==> config.mk <==
export PLATFORM = sky130hd
export DESIGN_NAME = spf_self_program_flash_control
export DESIGN_NICKNAME = d
export VERILOG_FILES = /design/src/spf_pkg.sv /design/src/spf_addr_if.sv /design/src/spf_boot_decode.sv /design/src/spf_zsplit.sv /design/src/spf_self_program_flash_control.sv
export SDC_FILE = /design/constraint.sdc
export NUM_CORES = 2
export LEC_CHECK = 0
export BUFFER_PORTS_ARGS = -buffer_cell sky130_fd_sc_hd__buf_2
export CAP_MARGIN = 20
export CORE_MARGIN = 2
export CORE_UTILIZATION = 45
export DETAILED_ROUTE_END_ITERATION = 10
export PLACE_DENSITY = 0.66
export SYNTH_ARGS = -nofsm -noshare
export SYNTH_HDL_FRONTEND = slang
export SYNTH_SLANG_ARGS = --single-unit
==> constraint.sdc <==
create_clock -name clock -period 3 [get_ports clock]
set_input_delay 0.3 -clock clock [delete_from_list [all_inputs] [get_ports clock]]
set_output_delay 0.3 -clock clock [all_outputs]
set_load 0.005 [all_outputs]
==> src/spf_pkg.sv <==
// spf_pkg: register map, field positions, command codes and address constants
// assumes: one core clock, synchronous reset, an 8-bit register port
package spf_pkg;

   // ----------------------------------------------------------------
   // register offsets and reset values
   // ----------------------------------------------------------------
   localparam logic [7:0] CSR_ADDR    = 8'h37;
   localparam logic [7:0] STATUS_ADDR = 8'h38;
   localparam logic [7:0] MASK_ADDR   = 8'h39;
   localparam logic [7:0] CSR_RESET   = 8'h00;
   localparam logic [1:0] EVT_RESET   = 2'h0;

   // ----------------------------------------------------------------
   // control/status field positions
   // ----------------------------------------------------------------
   localparam int BIT_IRQ_EN    = 7;
   localparam int BIT_BUSY      = 6;
   localparam int BIT_SIG_READ  = 5;
   localparam int EVT_DONE      = 0;
   localparam int EVT_TIMEOUT   = 1;

   // ----------------------------------------------------------------
   // lower five bit command patterns
   // ----------------------------------------------------------------
   localparam logic [4:0] CMD_READ_EN  = 5'h11;
   localparam logic [4:0] CMD_LOCK_SET = 5'h09;
   localparam logic [4:0] CMD_PG_WRITE = 5'h05;
   localparam logic [4:0] CMD_PG_ERASE = 5'h03;
   localparam logic [4:0] CMD_STORE    = 5'h01;

   // ----------------------------------------------------------------
   // timing and geometry
   // ----------------------------------------------------------------
   localparam logic [2:0] ARM_CYCLES = 3'h4;
   localparam int         WORD_BITS  = 6;
   localparam int         PAGE_WORDS = 64;

   // ----------------------------------------------------------------
   // boot start per size code, and first word of the protected section
   // ----------------------------------------------------------------
   localparam logic [13:0] BOOT13_3 = 14'h1F80;
   localparam logic [13:0] BOOT13_2 = 14'h1F00;
   localparam logic [13:0] BOOT13_1 = 14'h1E00;
   localparam logic [13:0] BOOT13_0 = 14'h1C00;
   localparam logic [13:0] BOOT14_3 = 14'h3F00;
   localparam logic [13:0] BOOT14_2 = 14'h3E00;
   localparam logic [13:0] BOOT14_1 = 14'h3C00;
   localparam logic [13:0] BOOT14_0 = 14'h3800;
   localparam logic [13:0] NRWW13   = 14'h1C00;
   localparam logic [13:0] NRWW14   = 14'h3800;

   typedef enum logic [1:0] {
      ST_IDLE    = 2'b00,
      ST_ARMED   = 2'b01,
      ST_PROGRAM = 2'b10
   } spf_state_t;

   function automatic logic [13:0] spf_boot_start(input logic [1:0] sz, input logic big);
      logic [13:0] r;
      r = BOOT13_0;
      case (sz)
         2'h3:    r = big ? BOOT14_3 : BOOT13_3;
         2'h2:    r = big ? BOOT14_2 : BOOT13_2;
         2'h1:    r = big ? BOOT14_1 : BOOT13_1;
         default: r = big ? BOOT14_0 : BOOT13_0;
      endcase
      return r;
   endfunction : spf_boot_start

endpackage : spf_pkg

==> src/spf_addr_if.sv <==
// spf_addr_if: address split and boot decode results shared inside the block
// assumes: PCW is 13 or 14, checked by the top module
`timescale 1ns/10ps
interface spf_addr_if #(parameter int PCW = 13);
   logic [15:0]    zPtr;
   logic [PCW-7:0] pageSel;
   logic [5:0]     wordSel;
   logic           byteSel;
   logic           inRww;
   logic [PCW-1:0] bootStart;
   logic [PCW-1:0] appEnd;

   modport boot  (output bootStart, appEnd);
   modport split (input zPtr, output pageSel, wordSel, byteSel, inRww);
   modport top   (output zPtr, input pageSel, wordSel, byteSel, inRww, bootStart, appEnd);
endinterface : spf_addr_if

==> src/spf_boot_decode.sv <==
// spf_boot_decode: synchronises the boot size pins and latches the decode once
// assumes: pins are static after reset; one core clock
`timescale 1ns/10ps
module spf_boot_decode
   import spf_pkg::*;
#(
   parameter int PCW = 13
) (
   input  wire logic clock,
   input  wire logic rst,
   input  wire logic bootSizeHi,
   input  wire logic bootSizeLo,
   spf_addr_if.boot  ab
);
   logic [1:0]     s1_q;
   logic [1:0]     s2_q;
   logic [1:0]     s3_q;
   logic           cap_q;
   logic [PCW-1:0] start_q;
   logic [13:0]    startFull;
   wire            settled = (s2_q == s3_q);

   assign startFull = spf_boot_start(s3_q, PCW == 14);

   always_ff @(posedge clock) begin
      s1_q <= {bootSizeHi, bootSizeLo};
      s2_q <= s1_q;
      s3_q <= s2_q;
   end

   // ----------------------------------------------------------------
   // capture once after release, held until the next reset
   // ----------------------------------------------------------------
   always_ff @(posedge clock) begin
      if (rst) begin
         cap_q   <= 1'b0;
         start_q <= '0;
      end else if (!cap_q && settled) begin
         cap_q   <= 1'b1;
         start_q <= startFull[PCW-1:0];
      end
   end

   assign ab.bootStart = start_q;
   assign ab.appEnd    = start_q - 1'b1;

   a_boot_held: assert property (@(posedge clock) disable iff (rst)
      cap_q |=> $stable(start_q) && cap_q)
      else $error("boot start changed after capture");

   a_boot_table: assert property (@(posedge clock) disable iff (rst)
      !cap_q && settled |=> start_q[7:0] == 8'h00 || start_q[7:0] == 8'h80)
      else $error("boot start not aligned to a table entry");
endmodule : spf_boot_decode

==> src/spf_zsplit.sv <==
// spf_zsplit: splits the Z pointer into page, word and byte selects
// assumes: PCW is 13 or 14; purely combinational
`timescale 1ns/10ps
module spf_zsplit
   import spf_pkg::*;
#(
   parameter int PCW = 13
) (
   spf_addr_if.split az
);
   localparam logic [PCW-1:0] NO_READ_WHILE_WRITE_SECTION_START = (PCW == 14) ? NRWW14[PCW-1:0] : NRWW13[PCW-1:0];

   // bits above PCW never reach any select
   assign az.pageSel = az.zPtr[PCW:7];
   assign az.wordSel = az.zPtr[6:1];
   assign az.byteSel = az.zPtr[0];
   assign az.inRww   = az.zPtr[PCW:1] < NO_READ_WHILE_WRITE_SECTION_START;
endmodule : spf_zsplit

==> src/spf_self_program_flash_control.sv <==
// spf_self_program_flash_control: store-program-memory sequencer, control
// register, temporary page buffer and ready interrupt
// assumes: CPU core pulses spmStrobe/lpmStrobe with zPtr valid; flash
// macro pulses flashOpDone when erase or write is complete
`timescale 1ns/10ps

// What this block does
// - small variant boot start from size code
// - large variant boot start from size code
// - small variant protected section 0x1C00 up
// - large variant protected section 0x3800 up
// - small variant thirteen-bit counter, 64-word pages
// - large variant eight-bit page index
// - page number from upper Z bits
// - buffer word from Z six to one
// - top unused Z bits ignored
// - Z bit zero selects load byte
// - control register layout, resets to zero
// - ready interrupt while store enable clear
// - command armed four cycles, then cleared
// - busy bit set, blocks reads, cleared
// - only five command patterns act
module spf_self_program_flash_control
   import spf_pkg::*;
#(
   parameter int PC_WIDTH = 13
) (
   input  wire logic                clock,
   input  wire logic                rst,
   input  wire logic [7:0]          regAddr,
   input  wire logic [7:0]          regWdata,
   input  wire logic                regWr,
   input  wire logic                regRd,
   output logic      [7:0]          regRdata,
   input  wire logic                bootSizeHi,
   input  wire logic                bootSizeLo,
   input  wire logic                globalIntEn,
   input  wire logic [15:0]         zPtr,
   input  wire logic                spmStrobe,
   input  wire logic [15:0]         storeData,
   input  wire logic                lpmStrobe,
   output logic                     lpmBlocked,
   output logic                     lpmByteSel,
   output logic [PC_WIDTH-1:0]      lpmWordAddr,
   output logic                     sigReadActive,
   input  wire logic                flashOpDone,
   output logic                     flashEraseStart,
   output logic                     flashWriteStart,
   output logic [PC_WIDTH-7:0]      flashPage,
   output logic                     lockSetStart,
   output logic [7:0]               lockData,
   input  wire logic [WORD_BITS-1:0] bufRdIdx,
   output logic [15:0]              bufRdData,
   output logic [PC_WIDTH-1:0]      bootResetAddr,
   output logic [PC_WIDTH-1:0]      appSectionEnd,
   output logic                     storeReadyIrq,
   output logic                     irqOut
);
   if (PC_WIDTH != 13 && PC_WIDTH != 14) begin : g_bad_width
      $error("PC_WIDTH must be 13 or 14");
   end

   spf_addr_if #(.PCW(PC_WIDTH)) ab ();

   spf_boot_decode #(.PCW(PC_WIDTH)) u_boot (
      .clock      (clock),
      .rst        (rst),
      .bootSizeHi (bootSizeHi),
      .bootSizeLo (bootSizeLo),
      .ab         (ab.boot)
   );

   spf_zsplit #(.PCW(PC_WIDTH)) u_zsplit (
      .az (ab.split)
   );

   assign ab.zPtr = zPtr;

   // ----------------------------------------------------------------
   // state
   // ----------------------------------------------------------------
   spf_state_t  state_q;
   logic [2:0]  armCnt_q;
   logic [4:0]  cmd_q;
   logic        signature_read_q;
   logic        irqEn_q;
   logic        busy_q;
   logic [1:0]  status_q;
   logic [1:0]  mask_q;
   logic [15:0] pageBuf_q [PAGE_WORDS];
   logic [7:0]  rdData_q;

   // ----------------------------------------------------------------
   // decode
   // ----------------------------------------------------------------
   wire [4:0] cmdBits   = regWdata[4:0];
   wire       csrWr     = regWr && (regAddr == CSR_ADDR);
   wire       statusWr  = regWr && (regAddr == STATUS_ADDR);
   wire       maskWr    = regWr && (regAddr == MASK_ADDR);
   wire       cmdValid  = (cmdBits == CMD_READ_EN) || (cmdBits == CMD_LOCK_SET) ||
                          (cmdBits == CMD_PG_WRITE) || (cmdBits == CMD_PG_ERASE) ||
                          (cmdBits == CMD_STORE);
   // no new command while an erase or write runs
   wire       acceptCmd = csrWr && cmdValid && (state_q != ST_PROGRAM);
   wire       armed     = (state_q == ST_ARMED);
   wire       exec      = armed && spmStrobe && !acceptCmd;
   // a store with signature read armed neither writes the buffer nor clears busy
   wire       execStore = exec && (cmd_q == CMD_STORE) && !signature_read_q;
   wire       execProg  = exec && ((cmd_q == CMD_PG_WRITE) || (cmd_q == CMD_PG_ERASE));
   wire       execRdEn  = exec && (cmd_q == CMD_READ_EN);
   wire       execLock  = exec && (cmd_q == CMD_LOCK_SET);
   wire       timeout   = armed && !spmStrobe && !acceptCmd && (armCnt_q == 3'h0);
   wire       progDone  = (state_q == ST_PROGRAM) && flashOpDone;
   wire       storeEn   = (state_q != ST_IDLE);
   wire [1:0] evtSet    = {timeout, progDone || (exec && !execProg)};
   wire [4:0] cmdShown  = storeEn ? cmd_q : 5'h00;
   wire [7:0] csrRead   = {irqEn_q, busy_q, signature_read_q && storeEn, cmdShown};
   wire [7:0] rdMux     = (regAddr == CSR_ADDR)    ? csrRead :
                          (regAddr == STATUS_ADDR) ? {6'h00, status_q} :
                          (regAddr == MASK_ADDR)   ? {6'h00, mask_q} : 8'h00;

   // ----------------------------------------------------------------
   // command sequencer
   // ----------------------------------------------------------------
   always_ff @(posedge clock) begin
      if (rst) begin
         state_q  <= ST_IDLE;
         armCnt_q <= 3'h0;
         cmd_q    <= CSR_RESET[4:0];
         signature_read_q  <= 1'b0;
      end else begin
         case (state_q)
            ST_IDLE, ST_ARMED: begin
               if (acceptCmd) begin
                  state_q  <= ST_ARMED;
                  armCnt_q <= ARM_CYCLES - 3'h1;
                  cmd_q    <= cmdBits;
                  signature_read_q  <= regWdata[BIT_SIG_READ] && (cmdBits == CMD_STORE);
               end else if (execProg) begin
                  state_q <= ST_PROGRAM;
               end else if (exec || timeout) begin
                  state_q <= ST_IDLE;
                  signature_read_q <= 1'b0;
               end else if (armed) begin
                  armCnt_q <= armCnt_q - 3'h1;
               end
            end
            ST_PROGRAM: begin
               if (flashOpDone) begin
                  state_q <= ST_IDLE;
               end
            end
            default: state_q <= ST_IDLE;
         endcase
      end
   end

   // ----------------------------------------------------------------
   // control bits, busy, events
   // ----------------------------------------------------------------
   always_ff @(posedge clock) begin
      if (rst) begin
         irqEn_q  <= CSR_RESET[BIT_IRQ_EN];
         busy_q   <= CSR_RESET[BIT_BUSY];
         status_q <= EVT_RESET;
         mask_q   <= EVT_RESET;
      end else begin
         if (csrWr) begin
            irqEn_q <= regWdata[BIT_IRQ_EN];
         end
         if (execProg && ab.inRww) begin
            busy_q <= 1'b1;
         end else if (execRdEn || execStore) begin
            busy_q <= 1'b0;
         end
         // set wins over a write-one clear in the same cycle
         status_q <= (status_q & ~(statusWr ? regWdata[1:0] : 2'h0)) | evtSet;
         if (maskWr) begin
            mask_q <= regWdata[1:0];
         end
      end
   end

   // ----------------------------------------------------------------
   // temporary page buffer; re-enable aborts a partial load
   // ----------------------------------------------------------------
   always_ff @(posedge clock) begin
      if (rst || execRdEn) begin
         for (int i = 0; i < PAGE_WORDS; i++) begin
            pageBuf_q[i] <= 16'hFFFF;
         end
      end else if (execStore) begin
         pageBuf_q[ab.wordSel] <= storeData;
      end
   end

   // ----------------------------------------------------------------
   // flash and load side outputs
   // ----------------------------------------------------------------
   always_ff @(posedge clock) begin
      if (rst) begin
         flashEraseStart <= 1'b0;
         flashWriteStart <= 1'b0;
         flashPage       <= '0;
         lockSetStart    <= 1'b0;
         lockData        <= 8'h00;
         lpmByteSel      <= 1'b0;
         lpmWordAddr     <= '0;
         bufRdData       <= 16'h0000;
         rdData_q        <= 8'h00;
      end else begin
         flashEraseStart <= execProg && (cmd_q == CMD_PG_ERASE);
         flashWriteStart <= execProg && (cmd_q == CMD_PG_WRITE);
         lockSetStart    <= execLock;
         bufRdData       <= pageBuf_q[bufRdIdx];
         if (execProg) begin
            flashPage <= ab.pageSel;
         end
         if (execLock) begin
            lockData <= storeData[7:0];
         end
         if (lpmStrobe) begin
            lpmByteSel  <= ab.byteSel;
            lpmWordAddr <= zPtr[PC_WIDTH:1];
         end
         rdData_q <= regRd ? rdMux : 8'h00;
      end
   end

   assign regRdata      = rdData_q;
   assign lpmBlocked    = lpmStrobe && busy_q && ab.inRww;
   assign sigReadActive = armed && signature_read_q;
   assign bootResetAddr = ab.bootStart;
   assign appSectionEnd = ab.appEnd;
   assign storeReadyIrq = irqEn_q && globalIntEn && !storeEn;
   assign irqOut        = |(status_q & mask_q);

   // ----------------------------------------------------------------
   // checks
   // ----------------------------------------------------------------
   a_arm_holds: assert property (@(posedge clock) disable iff (rst)
      (state_q == ST_IDLE && acceptCmd) ##1 (!spmStrobe && !csrWr)[*3] |=> armed)
      else $error("command window shorter than four cycles");

   a_arm_expires: assert property (@(posedge clock) disable iff (rst)
      (state_q == ST_IDLE && acceptCmd) ##1 (!spmStrobe && !csrWr)[*4] |=> state_q == ST_IDLE && status_q[EVT_TIMEOUT])
      else $error("command window did not expire after four cycles");

   a_prog_holds: assert property (@(posedge clock) disable iff (rst)
      state_q == ST_PROGRAM && !flashOpDone |=> regRd |=> regRdata[0])
      else $error("store enable dropped during erase or write");

   a_bad_command: assert property (@(posedge clock) disable iff (rst)
      state_q == ST_IDLE && csrWr && !cmdValid |=> state_q == ST_IDLE)
      else $error("invalid command pattern started an action");

   a_busy_set: assert property (@(posedge clock) disable iff (rst)
      execProg && ab.inRww |=> busy_q ##1 (!lpmStrobe || !ab.inRww || lpmBlocked))
      else $error("busy not set or read not blocked");

   a_busy_clear: assert property (@(posedge clock) disable iff (rst)
      execStore |=> !busy_q)
      else $error("page load did not clear busy");

   a_ready_irq: assert property (@(posedge clock) disable iff (rst)
      $rose(storeEn) |-> !storeReadyIrq && $past(storeReadyIrq) == $past(irqEn_q && globalIntEn))
      else $error("ready interrupt wrong around store enable");

   a_page_select: assert property (@(posedge clock) disable iff (rst)
      execProg |=> flashPage == $past(zPtr[PC_WIDTH:7]) && (flashEraseStart || flashWriteStart))
      else $error("page number not taken from pointer");

   a_word_select: assert property (@(posedge clock) disable iff (rst)
      execStore |=> pageBuf_q[$past(zPtr[6:1])] == $past(storeData))
      else $error("buffer word not selected by pointer");

   a_byte_select: assert property (@(posedge clock) disable iff (rst)
      lpmStrobe |=> lpmByteSel == $past(zPtr[0]))
      else $error("load byte select not from pointer bit zero");

   a_sticky_status: assert property (@(posedge clock) disable iff (rst)
      status_q[EVT_DONE] && !statusWr |=> status_q[EVT_DONE])
      else $error("status bit lost without a clear");

   // one command per arm: the window closes on execution
   a_exec_clears: assert property (@(posedge clock) disable iff (rst)
      exec && !execProg |=> !storeEn)
      else $error("store enable still set after execution");

   // an erase or write ends only on the flash done pulse
   a_done_status: assert property (@(posedge clock) disable iff (rst)
      progDone |=> state_q == ST_IDLE && status_q[EVT_DONE])
      else $error("erase or write did not finish cleanly");

   a_start_pulse: assert property (@(posedge clock) disable iff (rst)
      flashEraseStart || flashWriteStart |=> !flashEraseStart && !flashWriteStart)
      else $error("flash start pulse longer than one cycle");

   // the read port shows zero outside its answer cycle
   a_read_idle: assert property (@(posedge clock) disable iff (rst)
      !regRd |=> regRdata == 8'h00)
      else $error("read data outside the cycle after a read");
endmodule : spf_self_program_flash_control

==> results.tsv <==
stage	metric	value	unit
sta	Worst-Margin Slew	1.17	ns
routing	initial drt markers	4516	
power	Pwr Total	33.1	mW
yosys	average size of a mapped cell	14.2	µm²
global_route	met2 global-route usage	42.0	%
global_route	vias in the first global route	30200	
power	Power Density	587	nW/µm²
placement	Placed Area	52200	µm²
worst_setup_path	critical path peak fanout	16	
yosys	main flop type after synthesis	edfxtp_1	
cts	root buffer cell	clkbuf_16	
cts	cts bufs inserted	108	
power	P_leak	14.8	nW
run	max-cap violation count	0	
placement	PortBufs	132	
yosys	Yosys reg bits	1107	
placement	gpl congestion	0.976	
sta	pins over their slew limit	0	
placement	hpwl dp	105000	µm
routing	Pre-antenna DRT Iters	6	
hold_path	min-delay worst type	input pin to flop	
worst_setup_path	Critical Path RT	3.28	ns
sta	Min Clock Period, post-route	2.84	ns
yosys	register area share after synthesis	67.7	%
power	Net Sw Frac	22.5	%
worst_setup_path	register-to-register setup slack	0.16	ns
worst_setup_path	crit start category	flop	
worst_setup_path	critical path arrival	3.13	ns
global_route	gr ovfl total	0	
routing	mean routed wirelength per cell	29.1	µm
yosys	Yosys top cell by area	edfxtp_1	
outcome	run status	completed	
routing	DR vias	31700	
worst_setup_path	CP endpoint kind	flop	
power	Int Pwr	25.6	mW
cts	CTS tree	built	
routing	drc violations	0	
sta	final hold viol count	0	
worst_setup_path	crit path kind	flop to flop	
sta	clock skew	0.0403	ns
yosys	EDFF count, synth	1024	
yosys	ys async rst share	0	%
routing	Routed Antenna Nets	0	
global_route	first-pass GRT wire length	214000	µm
yosys	Post-Syn Area	47900	µm²
sta	slew margin rel.	21.9	%
final_layout	share of post-route cells with drive strength above 1	25.7	%
die	die area	109000	µm²
sta	final setup margin	0.155	ns
final_layout	Area Overhead vs Synth	17.7	%
die	chip width	330	µm
global_route	GRT met3 Usage	7.53	%
die	initial core utilization	45.4	%
power	Clock Power Share	43.1	%
die	die height	330	µm
yosys	Yosys warning count	0	
power	Flop pwr share	50.9	%
global_route	met1 GRT Util	39.5	%
routing	WL final	151000	µm
global_route	initial antenna violation count	8	
power	combinational share of power	6.0	%
global_route	largest net degree at the start of global routing	129	
die	Core Rows	119	
die	Ports	150	
sta	setup tns final	0	ns
cts	H-tree depth	3	
cts	Longest Clk Path Bufs	3	
final_layout	design area	56300	µm²
final_layout	Filler cells	8613	
yosys	Synth top area share	64.2	%
final_layout	NumNets Final	3781	
cts	Resized Gates After CTS	0	
sta	ratio of final minimum period to clock period	94.8	%
power	switching pwr	7.45	mW
placement	Place WS	0.0736	ns
die	Core Area	105000	µm²
yosys	Cells after Synth	3377	
cts	postcts setup bufs	0	
yosys	top cells by area, synth	edfxtp_1 (64%), mux4_2 (12%), nand2_1 (8.3%), dfxtp_1 (3.5%), mux2i_1 (1.5%)	
sta	RSZ-0062 raised after global routing	false	
sta	Peak Freq	0.352	GHz
cts	clock latency on the worst-skew pair	0.70	ns
routing	vias per cell	6.09	
yosys	post-synthesis cell type count	66	
cts	post-cts hold buffer count	28	
cts	Worst-path clk slew	0.06	ns
sta	endpoints failing setup	0	
cts	CTS Sinks	1107	
power	peak supply drop	535	µV
global_route	Top Usage Layer GRT	met2	
global_route	Tot GR Track Use	27.7	%
## state kept, by name, summed over array words and instances, names as in the netlist
name,flops
pageBuf_q,1024
bufRdData,16
lpmWordAddr,13
lockData,8
regRdata,8
flashPage,7
cmd_q,5
u_boot.ab.bootStart,4
armCnt_q,3
mask_q,2
state_q,2
status_q,2
u_boot.s1_q,2
u_boot.s2_q,2
u_boot.s3_q,2
busy_q,1
flashEraseStart,1
flashWriteStart,1
irqEn_q,1
lockSetStart,1
lpmByteSel,1
signature_read_q,1
## path summary, 6_finish.rpt
kind                            depth (start not counted)                              to                   start
worst min-delay path                                    5          status_q[1]$_SDFF_PP0_              regAddr[1]
worst min register to register                          0          u_boot.s2_q[1]$_DFF_P_  u_boot.s1_q[1]$_DFF_P_
worst max register to register                          5  pageBuf_q[12][7]$_SDFFCE_PN1P_   cmd_q[2]$_SDFFE_PP0P_
worst max-delay path                                    5  pageBuf_q[12][7]$_SDFFCE_PN1P_   cmd_q[2]$_SDFFE_PP0P_
## worst max-delay path, cell delays in order, from the launching register on
cell     delay [ns]
dfxtp_1        0.30
or3_1          0.49
nor4b_1        0.41
nand3_1        0.16
buf_4          0.19
o21ai_2        0.88
## synthesized netlist by cell type, types with 3 or more instances
cell       instances
nand3b_1           3
a22o_1            14
or3_1              7
a22oi_1           32
buf_2            140
a21oi_1           58
nand3_1           34
xor2_1             3
nor4b_1            3
nor2_1           106
mux2i_1           72
buf_1             15
or2_2              6
o22ai_1           18
nand2_1         1052
nor4_1             4
mux4_2           256
and3_1            11
buf_4             36
nor2b_1            6
edfxtp_1        1024
buf_6             17
and4b_1            3
or4_1              3
inv_1             11
o21ai_1           60
ha_1               3
o21ai_0           33
dfxtp_1           83
a31oi_1            3
nand4_1            9
and2_1             9
nor3_1            80
a2111oi_0          7
o221ai_1          20
nand2b_1          25
a211oi_1           4
clkbuf_1          72
## cell families after synthesis
family,count (synthesis),share of synthesized area [%]
and+or+nand+nor,1372,11.7
DFF,1107,67.7
muxes,329,13.6
buffers and inverters,291,3.20
AOI/OAI and AO/OA,268,3.57
adders and majority gates,4,0.0994
xor gates and xnor gates,4,0.0732
other,2,0.0157
## layout by cell type (no fill, tap or decap), types with 11 or more instances in the layout
cell	n
bufinv_16	15
dfxtp_1	83
a21oi_1	58
a22o_1	14
buf_12	48
dlygate4sd3_1	28
mux2i_1	72
clkbuf_16	112
nand3_1	34
buf_4	276
nand2b_1	24
nand2_1	1052
o21ai_2	64
nor3_1	80
o21ai_0	29
clkbuf_1	12
a22oi_1	32
nor2_1	105
clkinv_2	20
buf_2	128
mux4_2	256
o221ai_1	20
conb_1	14
inv_1	11
clkinv_1	25
o22ai_1	18
edfxtp_1	1024
## metrics by stage
stage          instances  hold slack (ns)  util, %
2_1_floorplan       3389            0.310        -
3_3_place_gp        4955            0.313     49.5
3_5_place_dp        4957            0.312     49.5
4_1_cts             5187          0.00389     53.3
5_1_grt             5198           0.0319     53.4
6_report            5198           0.0317     53.4
## power by group through the flow
stage / sequential (mW) / clock, mW / combinational [mW]
2_1_floorplan: 17.2 / 0 / 0.898
3_3_place_gp: 17.2 / 0 / 1.88
3_5_place_dp: 17.2 / 0 / 1.90
4_1_cts: 16.8 / 14.3 / 1.93
5_1_grt: 16.8 / 14.9 / 2.05
6_report: 16.8 / 14.3 / 1.98
## layer usage
metal | wire [µm] | part of all wire, %
met5 | 27 | 0.018
met4 | 4110 | 2.7
met3 | 21100 | 14
met2 | 68900 | 45
met1 | 57300 | 38
## area by class of cell
class / count / area (µm²) / share of cell area [%]
clock buffers: 127 / 2890 / 5.13
repair buffers: 495 / 4170 / 7.41
flip-flops and latches: 1107 / 32400 / 57.5
well taps: 1391 / 1740 / 3.09
clock inverters: 75 / 821 / 1.46
diodes: 1 / 2.50 / 0.00444
inverters: 11 / 41.3 / 0.0733
multi-input cells: 1991 / 14300 / 25.3
No activity file was read; power rests on OpenSTA's default activity.
